## config.mk

```make
export PLATFORM = sky130hd
export DESIGN_NAME = csr_swap_bank
export DESIGN_NICKNAME = d
export VERILOG_FILES = /design/src/rtl/csr_swap_pkg.sv /design/src/rtl/csr_swap_bank.sv /design/src/rtl/swap_engine.sv
export VERILOG_INCLUDE_DIRS = /design/src /design/src/rtl
export SDC_FILE = /design/constraint.sdc
export NUM_CORES = 1
export LEC_CHECK = 0
export ABC_AREA = 0
export BUFFER_PORTS_ARGS = -buffer_cell sky130_fd_sc_hd__buf_2
export CORE_UTILIZATION = 51
export CTS_CLUSTER_DIAMETER = 80
export CTS_CLUSTER_SIZE = 28
export DETAILED_ROUTE_END_ITERATION = 16
export PLACE_DENSITY = 0.88
export SYNTH_ARGS = -nofsm -noshare
export SYNTH_HDL_FRONTEND = slang
export SYNTH_HIERARCHICAL = 1
export SYNTH_SLANG_ARGS = --single-unit
```

## constraint.sdc

```tcl
create_clock -name clock_i -period 2.1 [get_ports clock_i]
set_input_delay 0.42 -clock clock_i [delete_from_list [all_inputs] [get_ports clock_i]]
set_output_delay 0.42 -clock clock_i [all_outputs]
set_load 0.05 [all_outputs]
```

## src/rtl/csr_swap_regs.svh

```systemverilog
// register offsets, field positions and constants of the compare-swap bank
`ifndef CSR_SWAP_REGS_SVH
`define CSR_SWAP_REGS_SVH

`define OFS_SWAP_DATA      8'h0c
`define OFS_SWAP_COMPARE   8'h10
`define OFS_SWAP_CONTROL   8'h14
`define OFS_ROM_HEADER     8'h18
`define OFS_BUS_IDENT      8'h1c

`define CTRL_DONE_BIT      31
`define CTRL_SEL_LSB       0
`define CTRL_SEL_MSB       1

`define HDR_UPPER_RESET    16'h0000
`define BUS_IDENT_VALUE    32'h31333934

`define AXI_RESP_OKAY      2'b00
`define AXI_RESP_SLVERR    2'b10

`endif

```

## src/rtl/csr_swap_pkg.sv

```systemverilog
// types shared by the compare-swap register bank
package csr_swap_pkg;
	// target of a compare-swap operation
	typedef enum logic [1:0] {
		SEL_BUS_MANAGER  = 2'b00,
		SEL_BANDWIDTH    = 2'b01,
		SEL_CHANNELS_HI  = 2'b10,
		SEL_CHANNELS_LO  = 2'b11
	} resource_sel_t;

	typedef logic [31:0] quadlet_t;
endpackage

```

## src/rtl/csr_swap_bank.sv

```systemverilog
// axi4-lite register bank for compare-swap and bus information quadlets
`timescale 1ns/10ps
`include "csr_swap_regs.svh"

// Notes on behaviour
// - swap data register holds the replacement value until done, then the old value
// - compare register checked against selected resource
// - done flag set when operation finishes
// - any control write clears the done flag
// - select field picks one of four resources
// - control bits thirty to two read zero
// - rom header is read/write first rom quadlet
// - attached serial rom loads the crc field
// - without rom the crc field is undefined until written
// - data and compare undefined until loaded
// - bus identification reads fixed ascii constant
module csr_swap_bank
	import csr_swap_pkg::*;
#(
	parameter int ADDR_W = 8
) (
	input  wire logic              clock_i,
	input  wire logic              rst_n_i,
	// axi4-lite write address
	input  wire logic [ADDR_W-1:0] s_axi_awaddr_i,
	input  wire logic [2:0]        s_axi_awprot_i,
	input  wire logic              s_axi_awvalid_i,
	output logic                   s_axi_awready_o,
	// axi4-lite write data
	input  wire logic [31:0]       s_axi_wdata_i,
	input  wire logic [3:0]        s_axi_wstrb_i,
	input  wire logic              s_axi_wvalid_i,
	output logic                   s_axi_wready_o,
	// axi4-lite write response
	output logic [1:0]             s_axi_bresp_o,
	output logic                   s_axi_bvalid_o,
	input  wire logic              s_axi_bready_i,
	// axi4-lite read address
	input  wire logic [ADDR_W-1:0] s_axi_araddr_i,
	input  wire logic [2:0]        s_axi_arprot_i,
	input  wire logic              s_axi_arvalid_i,
	output logic                   s_axi_arready_o,
	// axi4-lite read data
	output logic [31:0]            s_axi_rdata_o,
	output logic [1:0]             s_axi_rresp_o,
	output logic                   s_axi_rvalid_o,
	input  wire logic              s_axi_rready_i,
	// serial rom loader, same clock
	input  wire logic              rom_present_i,
	input  wire logic              rom_crc_load_i,
	input  wire logic [15:0]       rom_crc_i,
	// quadlets seen by the link side
	output quadlet_t               rom_header_o,
	output quadlet_t               bus_manager_id_o,
	output quadlet_t               bandwidth_avail_o,
	output quadlet_t               channels_hi_o,
	output quadlet_t               channels_lo_o
);
	generate
		if (ADDR_W < 5) begin : g_bad
			$error("address too narrow for the register map");
		end
	endgenerate

	// byte-lane merge of a write into an old value
	function automatic quadlet_t merge(input quadlet_t old_v,
	                                   input quadlet_t new_v,
	                                   input logic [3:0] strb);
		quadlet_t r;
		r = old_v;
		for (int b = 0; b < 4; b++) begin
			if (strb[b]) begin
				r[b*8 +: 8] = new_v[b*8 +: 8];
			end
		end
		return r;
	endfunction

	// bus-side state
	logic              aw_pend;    // write address held
	logic              w_pend;     // write data held
	logic [7:0]        aw_addr;    // held write address
	quadlet_t          w_data;     // held write data
	logic [3:0]        w_strb;     // held byte enables
	logic              next_aw_pend;
	logic              next_w_pend;
	logic [7:0]        next_aw_addr;
	quadlet_t          next_w_data;
	logic [3:0]        next_w_strb;
	logic              next_awready;
	logic              next_wready;
	logic              next_bvalid;
	logic [1:0]        next_bresp;
	logic              next_arready;
	logic              next_rvalid;
	quadlet_t          next_rdata;
	logic [1:0]        next_rresp;
	logic              commit;     // write executes this cycle
	logic [7:0]        rd_addr;    // low bits of read address

	// register state
	resource_sel_t     resource_select;      // target of next swap
	logic              swap_complete_flag;   // set on completion
	logic              start;                // launch pulse to engine
	logic [15:0]       hdr_upper;            // info and crc lengths
	logic [15:0]       hdr_crc;              // rom crc, no reset
	quadlet_t          swap_data_value;      // no reset, undefined
	quadlet_t          swap_compare_value;   // no reset, undefined
	resource_sel_t     next_select;
	logic              next_flag;
	logic              next_start;
	logic [15:0]       next_hdr_upper;
	logic [15:0]       next_hdr_crc;
	quadlet_t          next_data;
	quadlet_t          next_compare;
	quadlet_t          merged;     // held write merged over target
	logic              eng_done;   // engine completion pulse
	quadlet_t          eng_old;    // resource value before swap
	quadlet_t          res [4];    // resource values

	assign commit  = aw_pend && w_pend && !s_axi_bvalid_o;
	assign rd_addr = 8'(s_axi_araddr_i);

	// write channels: address and data taken in either order
	always_comb begin
		next_aw_pend = aw_pend;
		next_w_pend  = w_pend;
		next_aw_addr = aw_addr;
		next_w_data  = w_data;
		next_w_strb  = w_strb;
		next_awready = s_axi_awready_o;
		next_wready  = s_axi_wready_o;
		next_bvalid  = s_axi_bvalid_o;
		next_bresp   = s_axi_bresp_o;
		// address handshake, then hold until response done
		if (s_axi_awvalid_i && s_axi_awready_o) begin
			next_aw_pend = 1'b1;
			next_aw_addr = 8'(s_axi_awaddr_i);
			next_awready = 1'b0;
		end
		// data handshake
		if (s_axi_wvalid_i && s_axi_wready_o) begin
			next_w_pend = 1'b1;
			next_w_data = s_axi_wdata_i;
			next_w_strb = s_axi_wstrb_i;
			next_wready = 1'b0;
		end
		// both halves present: execute and answer
		if (commit) begin
			next_aw_pend = 1'b0;
			next_w_pend  = 1'b0;
			next_bvalid  = 1'b1;
			if (aw_addr == `OFS_SWAP_DATA ||
			    aw_addr == `OFS_SWAP_COMPARE ||
			    aw_addr == `OFS_SWAP_CONTROL ||
			    aw_addr == `OFS_ROM_HEADER ||
			    aw_addr == `OFS_BUS_IDENT) begin
				next_bresp = `AXI_RESP_OKAY;
			end else begin
				next_bresp = `AXI_RESP_SLVERR;
			end
		end
		// response taken: reopen both channels
		if (s_axi_bvalid_o && s_axi_bready_i) begin
			next_bvalid  = 1'b0;
			next_awready = 1'b1;
			next_wready  = 1'b1;
		end
	end

	// read channel: data one cycle after the address handshake
	always_comb begin
		next_arready = s_axi_arready_o;
		next_rvalid  = s_axi_rvalid_o;
		next_rdata   = s_axi_rdata_o;
		next_rresp   = s_axi_rresp_o;
		if (s_axi_arvalid_i && s_axi_arready_o) begin
			next_arready = 1'b0;
			next_rvalid  = 1'b1;
			next_rresp   = `AXI_RESP_OKAY;
			if (rd_addr == `OFS_SWAP_DATA) begin
				next_rdata = swap_data_value;
			end else if (rd_addr == `OFS_SWAP_COMPARE) begin
				next_rdata = swap_compare_value;
			end else if (rd_addr == `OFS_SWAP_CONTROL) begin
				// reserved middle bits forced to zero
				next_rdata = {swap_complete_flag, 29'h0,
				              resource_select};
			end else if (rd_addr == `OFS_ROM_HEADER) begin
				next_rdata = {hdr_upper, hdr_crc};
			end else if (rd_addr == `OFS_BUS_IDENT) begin
				next_rdata = `BUS_IDENT_VALUE;
			end else begin
				next_rdata = 32'h0000_0000;
				next_rresp = `AXI_RESP_SLVERR;
			end
		end
		if (s_axi_rvalid_o && s_axi_rready_i) begin
			next_rvalid  = 1'b0;
			next_arready = 1'b1;
		end
	end

	// bus-side flip-flops
	always_ff @(posedge clock_i or negedge rst_n_i) begin
		if (!rst_n_i) begin
			aw_pend         <= 1'b0;
			w_pend          <= 1'b0;
			aw_addr         <= 8'h00;
			w_data          <= 32'h0000_0000;
			w_strb          <= 4'h0;
			s_axi_awready_o <= 1'b1;
			s_axi_wready_o  <= 1'b1;
			s_axi_bvalid_o  <= 1'b0;
			s_axi_bresp_o   <= `AXI_RESP_OKAY;
			s_axi_arready_o <= 1'b1;
			s_axi_rvalid_o  <= 1'b0;
			s_axi_rdata_o   <= 32'h0000_0000;
			s_axi_rresp_o   <= `AXI_RESP_OKAY;
		end else begin
			aw_pend         <= next_aw_pend;
			w_pend          <= next_w_pend;
			aw_addr         <= next_aw_addr;
			w_data          <= next_w_data;
			w_strb          <= next_w_strb;
			s_axi_awready_o <= next_awready;
			s_axi_wready_o  <= next_wready;
			s_axi_bvalid_o  <= next_bvalid;
			s_axi_bresp_o   <= next_bresp;
			s_axi_arready_o <= next_arready;
			s_axi_rvalid_o  <= next_rvalid;
			s_axi_rdata_o   <= next_rdata;
			s_axi_rresp_o   <= next_rresp;
		end
	end

	// control and header next values
	always_comb begin
		next_select    = resource_select;
		next_flag      = swap_complete_flag;
		next_start     = 1'b0;
		next_hdr_upper = hdr_upper;
		next_hdr_crc   = hdr_crc;
		next_data      = swap_data_value;
		next_compare   = swap_compare_value;
		merged         = 32'h0000_0000;
		if (commit && aw_addr == `OFS_SWAP_CONTROL) begin
			// any write clears the flag and launches
			next_flag  = 1'b0;
			next_start = 1'b1;
			if (w_strb[0]) begin
				next_select = resource_sel_t'(
				    w_data[`CTRL_SEL_MSB:`CTRL_SEL_LSB]);
			end
		end
		// completion sets; set wins over a same-cycle clear
		if (eng_done) begin
			next_flag = 1'b1;
			next_data = eng_old;
		end
		if (commit && aw_addr == `OFS_SWAP_DATA) begin
			merged    = merge(swap_data_value, w_data, w_strb);
			next_data = merged;
		end
		if (commit && aw_addr == `OFS_SWAP_COMPARE) begin
			merged       = merge(swap_compare_value, w_data, w_strb);
			next_compare = merged;
		end
		if (commit && aw_addr == `OFS_ROM_HEADER) begin
			merged         = merge({hdr_upper, hdr_crc}, w_data,
			                       w_strb);
			next_hdr_upper = merged[31:16];
			next_hdr_crc   = merged[15:0];
		end
		// serial rom image overrides the crc field when attached
		if (rom_present_i && rom_crc_load_i) begin
			next_hdr_crc = rom_crc_i;
		end
	end

	// control state with a defined reset
	always_ff @(posedge clock_i or negedge rst_n_i) begin
		if (!rst_n_i) begin
			resource_select    <= SEL_BUS_MANAGER;
			swap_complete_flag <= 1'b0;
			start              <= 1'b0;
			hdr_upper          <= `HDR_UPPER_RESET;
		end else begin
			resource_select    <= next_select;
			swap_complete_flag <= next_flag;
			start              <= next_start;
			hdr_upper          <= next_hdr_upper;
		end
	end

	// data holders deliberately unreset: contents undefined
	// until written, which also saves reset routing
	always_ff @(posedge clock_i) begin
		swap_data_value    <= next_data;
		swap_compare_value <= next_compare;
		hdr_crc            <= next_hdr_crc;
	end

	// header published for remote reads
	always_ff @(posedge clock_i) begin
		rom_header_o <= {next_hdr_upper, next_hdr_crc};
	end

	swap_engine #(
		.NUM_RES   (4),
		.RES_RESET (32'h0000_0000)
	) u_engine (
		.clock_i     (clock_i),
		.rst_n_i     (rst_n_i),
		.start_i     (start),
		.sel_i       (resource_select),
		.compare_i   (swap_compare_value),
		.swap_i      (swap_data_value),
		.done_o      (eng_done),
		.old_value_o (eng_old),
		.res_o       (res)
	);

	assign bus_manager_id_o  = res[0];
	assign bandwidth_avail_o = res[1];
	assign channels_hi_o     = res[2];
	assign channels_lo_o     = res[3];
endmodule // csr_swap_bank

```

## src/rtl/swap_engine.sv

```systemverilog
// the four management resources and their compare-swap datapath
`timescale 1ns/10ps
module swap_engine
	import csr_swap_pkg::*;
#(
	parameter int          NUM_RES   = 4,
	parameter logic [31:0] RES_RESET = 32'h0000_0000
) (
	input  wire logic          clock_i,
	input  wire logic          rst_n_i,
	input  wire logic          start_i,     // one-cycle launch
	input  wire resource_sel_t sel_i,
	input  wire quadlet_t      compare_i,
	input  wire quadlet_t      swap_i,
	output logic               done_o,      // one-cycle completion
	output quadlet_t           old_value_o, // value before the swap
	output quadlet_t           res_o [NUM_RES]
);
	generate
		if (NUM_RES != 4) begin : g_bad
			$error("swap_engine serves exactly four resources");
		end
	endgenerate

	logic     next_done;       // completion pulse next value
	quadlet_t next_old;        // captured prior value
	quadlet_t sel_value;       // currently selected resource

	// the selected resource as seen by the compare
	always_comb begin
		sel_value = res_o[sel_i];
		next_done = start_i;
		next_old  = start_i ? sel_value : old_value_o;
	end

	// per-resource update: only the selected one may change
	genvar g;
	generate
		for (g = 0; g < NUM_RES; g++) begin : g_res
			quadlet_t next_res; // next value of this resource
			always_comb begin
				next_res = res_o[g];
				// swap only on an exact match, else untouched
				if (start_i && (sel_i == 2'(g)) &&
				    (res_o[g] == compare_i)) begin
					next_res = swap_i;
				end
			end
			always_ff @(posedge clock_i or negedge rst_n_i) begin
				if (!rst_n_i) begin
					res_o[g] <= RES_RESET;
				end else begin
					res_o[g] <= next_res;
				end
			end
		end
	endgenerate

	// completion pulse and captured old value
	always_ff @(posedge clock_i or negedge rst_n_i) begin
		if (!rst_n_i) begin
			done_o      <= 1'b0;
			old_value_o <= 32'h0000_0000;
		end else begin
			done_o      <= next_done;
			old_value_o <= next_old;
		end
	end
endmodule // swap_engine

```

Word-level counts from Yosys, hierarchy flattened
Cells that the tools add are included.
{ "totals": {"register_bits": 380, "latchBits": 0, "ramBits": 0, "mem_bits_ro": 0, "inputBits": 83, "output_inout_bits": 201, "word_cells": 143, "memories": 0} }
{ "classes": {"n_addsub": 0, "mul": 0, "div_mod_pow": 0, "order_cmp": 1, "n_eq_ne": 21, "n_shift": 0, "n_mux": 44, "bitwise_logic": 1, "reduce_logical": 43} }
{ "op_table": {"columns": ["cell", "count"], "rows": [
  ["2-to-1 mux 32 bit", 8],
  ["equality test 32 bit", 4],
  ["binary-select mux 32 bit (select 2 bit)", 1],
  ["equality test 8 x 5 -> 1 bit, second input constant", 8],
  ["2-to-1 mux 8 bit", 8],
  ["2-to-1 mux 16 bit", 3],
  ["2-to-1 mux 30 bit", 1],
  ["logical AND 1 bit", 20],
  ["AND reduction 2 bit", 9],
  ["2-to-1 mux 1 bit", 17],
  ["equality test 8 x 4 -> 1 bit, second input constant", 2],
  ["nonzero test 2 bit", 8],
  ["2-to-1 mux 2 bit", 6],
  ["inequality test 2 bit, second input constant", 4],
  ["equality test 2 bit, second input constant", 2],
  ["logical OR 1 bit", 4],
  ["greater-or-equal comparator 3 bit, second input constant", 1],
  ["inverter 2 -> 3 bit", 1],
  ["equality test 2 x 1 -> 1 bit, second input constant", 1],
  ["zero test 2 bit", 1],
  ["zero test 1 bit", 1]
]} }

Logic depth before layout (Yosys ltp)
{ "depth": {"depth_word": 6, "ltp_mapped": 7, "ltp_nobuf": 5} }

By module
The synthesis kept the hierarchy.
{ "modules_own_cells": {"columns": ["mod", "instances", "cells_per_inst", "area_each_um2", "seq_area_each_um2"], "rows": [
  ["csr_swap_bank", 1, 619, 8244.2, 5353.9],
  ["swap_engine", 1, 556, 8192.9, 4028.9]
]} }

Worst setup path before layout
Ideal clock, no wire load.
{ "synth_path": {"kind": "flip-flop to flip-flop", "from": "reg s_axi_bvalid_o", "to": "reg swap_data_value[0], data pin", "setup_ns": 0.262, "arrival_time_ns": 2.029, "required_ns": 1.838, "slack_ns": -0.191, "path_stages_with_launch": 7, "n_path_buf": 2, "synth_period_minus_slack_ns": 2.291, "cell_sequence": "dfrtp_1 -> nand3b_4 -> nor4b_4 -> and4b_1 -> buf_4 -> buf_4 -> mux2_1"} }
{ "synth_between": {"elab_chain_len": 4} }
{ "synth_rtl": {"columns": ["element", "line_no", "text"], "rows": [
  ["start, declared", "csr_swap_bank.sv:36", "output logic s_axi_bvalid_o,"],
  ["start signal, assigned", "csr_swap_bank.sv:228", "s_axi_bvalid_o <= next_bvalid;"],
  ["zero test 1 bit", "csr_swap_bank.sv:121", "assign commit = aw_pend && w_pend && !s_axi_bvalid_o;"],
  ["logical AND 1 bit", "csr_swap_bank.sv:121", null],
  ["logical AND 1 bit (no line)", null, null],
  ["2-to-1 mux 32 bit", "csr_swap_bank.sv:261", "if (commit && aw_addr == `OFS_SWAP_DATA) begin"],
  ["named net next_data[0]", "csr_swap_bank.sv:114", "quadlet_t next_data;"],
  ["end signal, assigned", "csr_swap_bank.sv:299", "swap_data_value <= next_data;"],
  ["end, declared", "csr_swap_bank.sv:107", "quadlet_t swap_data_value;"]
]} }
The timed path passes the listed nets, and every way through them passes these cells.
A chain may end at the register's enable or synchronous reset.

Final worst setup path
{ "layout_path": {"from": "reg swap_compare_value[11]", "to": "reg u_engine/res_o[5] (netlist name)"} }
{ "layout_between": {"elab_chain_len": 2} }
{ "layout_rtl": {"columns": ["element", "line_no", "text"], "rows": [
  ["start, declared", "csr_swap_bank.sv:108", "quadlet_t swap_compare_value;"],
  ["start signal, assigned", "csr_swap_bank.sv:300", "swap_compare_value <= next_compare;"],
  ["equality test 32 bit", "swap_engine.sv:45", "(res_o[g] == compare_i)) begin"],
  ["logical AND 1 bit", "swap_engine.sv:44", "if (start_i && (sel_i == 2'(g)) &&"],
  ["end signal, assigned by index", "swap_engine.sv:53", "res_o[g] <= next_res;"],
  ["end, declared", "swap_engine.sv:17", "output quadlet_t res_o [NUM_RES]"]
]} }
No other way between the ends.

==> results.tsv <==
stage	metric	value	unit
route	drt pass-1 iters	5	
worst_hold_path	worst hold path cell count	2	
floorplan	I/O pins	284	
critical_path	R2R depth	9	
floorplan	FP Rows	65	
global_route	first-pass GRT wire length	82.8	mm
global_route	initial antenna violation count	2	
clock_network	Skew-Pair Late Insertion Delay	0.55	ns
clock_network	clock slew at reported path FFs	0.11	ns
layout	final core occ	68.2	%
yosys	Post-synth EDFFs	80	
sta	setup tns final	-39.24	ns
power	PwrDens	774	nW/um2
route	Vias	13000	
critical_path	Startpoint Class	flip-flop	
critical_path	Reg2Reg Setup Slack	-0.45	ns
sta	fin crit share	121	%
yosys	ys async rst share	73.5	%
flow_run	max-cap violations	0	
sta	Tmin final	2.55	ns
critical_path	worst r2r src	swap_compare_value[11]	
route	DRT antenna net count	0	
route	vias per inst	6.28	
sta	Slew @ Worst Pin	0.583	ns
yosys	Synth warnings	6	
critical_path	Critical Path Start	swap_compare_value[11]	
route	total wire length	58.3	mm
layout	area grow syn2layout	31.3	%
sta	Fmax achieved	392	MHz
sta	Final Max Tran Viols	0	
power	Max VDD drop	0.803	mV
placement	routability cong.	0.960	
layout	share of post-route cells with drive strength above 1	57.2	%
yosys	Yosys cell types	44	
critical_path	WP depth	9	
yosys	#FFs+latches synth	362	
floorplan	Initial Utilization	52.0	%
sta	RSZ-0062 raised after global routing	true	
clock_network	CTS Buf Count	17	
yosys	Synth Instances	1175	
yosys	Synth Area per Inst	14.0	um2
critical_path	Cell Chain, Critical Path	buf_4, xor2_1, nor4_1, buf_4, nand4_1, nor4_4, buf_6, buf_12, mux2_2	
run_status	failing checks	negative setup slack	
layout	nets	1736	
sta	Rel. slew slack	61.0	%
route	detailed-route DRC error count	0	
floorplan	full die area	33000	um2
critical_path	delay-heaviest family, CP	simple AND/OR/NAND/NOR gates	
yosys	Post-synth top flop	dfrtp_1	
critical_path	CP Class	flip-flop to flip-flop	
global_route	number of global-route vias before repair	13200	
route	DR WL/cell	28.2	um
clock_network	H-Tree Depth	1	
clock_network	clock root cell	clkbuf_16	
floorplan	Die Span X	182	um
power	Pwr Total	16.7	mW
floorplan	Die Span Y	182	um
sta	Final Hold Viols	0	
global_route	gr ovfl total	0	
critical_path	Critical Path Sink Type	flip-flop	
yosys	Synth top area share	40.0	%
route	initial drt markers	1412	
yosys	top cells by area, synth	dfrtp_1 40%, mux2_2 15%, edfxtp_1 15%	
floorplan	Core Region	31600	um2
run_status	outcome	finished, violations left	
layout	final instance area	21600	um2
global_route	largest net degree at the start of global routing	71	
critical_path	maximum fanout along the worst path	7	
sta	Final Skew	0.0345	ns
critical_path	Data required, critical path	2.52	ns
yosys	Yosys top cell by area	dfrtp_1	
sta	final setup fails	149	
yosys	Cell Area, Synth	16400	um2
worst_hold_path	worst hold-check path type	input pin to flip-flop	
placement	port buffer count	275	
yosys	Seq/Total Area, Yosys	57.1	%
clock_network	Clock Path Buffers	3	
global_route	total track usage	34.0	%
placement	Setup WS pre-CTS	-0.373	ns
worst_hold_path	WHS Endpoint	s_axi_wready_o	
critical_path	Worst path max stage delay	0.45	ns
placement	Placement Cell Area	20000	um2
sta	fin worst setup slack	-0.448	ns
critical_path	RR Endpoint	u_engine/res_o[5]	
clock_network	CTS Sinks	362	
power	Lkg Pwr	10.3	nW
critical_path	Crit-path slowest cell	edfxtp_1	
critical_path	CP bufs+invs	4	
clock_network	TritonCTS clock tree	done	
critical_path	most frequent CP cell	buf_4	
worst_hold_path	hold wc startpoint	s_axi_wvalid_i	
placement	DP HPWL	40.1	mm
critical_path	WP data arrival	2.97	ns
-- sequential cells by signal (all words and copies together), names as in the netlist, 2 cells and up --
name and count:
s_axi_rdata_o 32, w_data 32, hdr_upper 16, u_engine/old_value_o 32, w_strb 4, u_engine/res_o 128
resource_select 2, rom_header_o 32, aw_addr 8, swap_compare_value 32, swap_data_value 32
-- metal layers --
metal	GRT usage [%]	share of wire, %	vias to the layer above
met5	0	0.022	-
met4	16.9	6.2	2
met3	8.46	11	248
met2	53.9	46	961
met1	43.7	37	6543
li1	-	-	5220
-- synthesized netlist by cell type (all sizes together), types with 10 or more instances --
| cell type | n |
|---|---|
| o21a | 15 |
| o221a | 14 |
| clkbuf | 31 |
| inv | 10 |
| nor3 | 65 |
| nand2 | 44 |
| edfxtp | 80 |
| nor2 | 45 |
| a21oi | 34 |
| dfrtp | 263 |
| xor2 | 86 |
| nand4 | 17 |
| dfxtp | 16 |
| buf | 32 |
| mux4 | 32 |
| xnor2 | 42 |
| mux2i | 19 |
| nor4 | 24 |
| mux2 | 258 |
-- layout by cell type (no fill, tap or decap), drive strengths merged, types with 13 or more instances in the layout --
| cell type | n |
|---|---|
| mux4 | 32 |
| buf | 516 |
| o221a | 14 |
| mux2 | 258 |
| dfxtp | 16 |
| edfxtp | 80 |
| nor4 | 24 |
| clkbuf | 30 |
| o21a | 15 |
| xor2 | 86 |
| a21oi | 34 |
| nand4 | 17 |
| nor2 | 45 |
| xnor2 | 42 |
| nand2 | 44 |
| nor3 | 65 |
| dfrtp | 263 |
| inv | 13 |
| mux2i | 19 |
-- repair_timing --
| item | in CTS | in global routing |
|---|---|---|
| hold buffers | 1 | 0 |
| pin swaps | 9 | 10 |
| cloned | 5 | 5 |
| buffers inserted | 11 | 18 |
| hold endpoints to repair | 47 | 0 |
| endpoints found under the setup margin | 153 | 131 |
| resized for setup | 99 | 68 |
-- metrics by stage --
stage                     hold slack (ns)  instances
after floorplan                     0.124       1176
after global placement              0.382       2000
after detailed placement            0.383       2000
after CTS                          0.0437       2046
after global routing               0.0367       2067
final                              0.0510       2067
-- cell families after synthesis --
family	share of synthesized area, %
compound gates	3.32
flops	57.1
simple gates	7.21
buf+inv	2.33
xor+xnor	6.82
mux	23.2
other cells	0.0228
-- worst max path at each step --
stage,end,slack [ns]
after detailed placement,u_engine/res_o[73],-0.37
final,u_engine/res_o[5],-0.45
after floorplan,swap_data_value[0],-0.03
after global routing,u_engine/res_o[5],-0.51
after CTS,u_engine/res_o[10],-0.29
after global placement,u_engine/res_o[26],-0.28
-- area by class of cell --
cell class	count	area, um2
clock buffer	26	459
tap	402	503
inverter	10	37.5
sequential	362	9470
multi-input combinational	741	7370
fill	2096	10100
antenna	1	2.50
timing repair buffer	521	3690
clock inverter	4	45.0
-- power by group --
part           leakage (nW)  switching (mW)  total (mW)  internal (mW)
combinational          5.73            2.47        3.69           1.22
sequential             4.37           0.964        9.12           8.15
clock                 0.242            2.32        3.90           1.58
(Power assumes the default switching activity.)
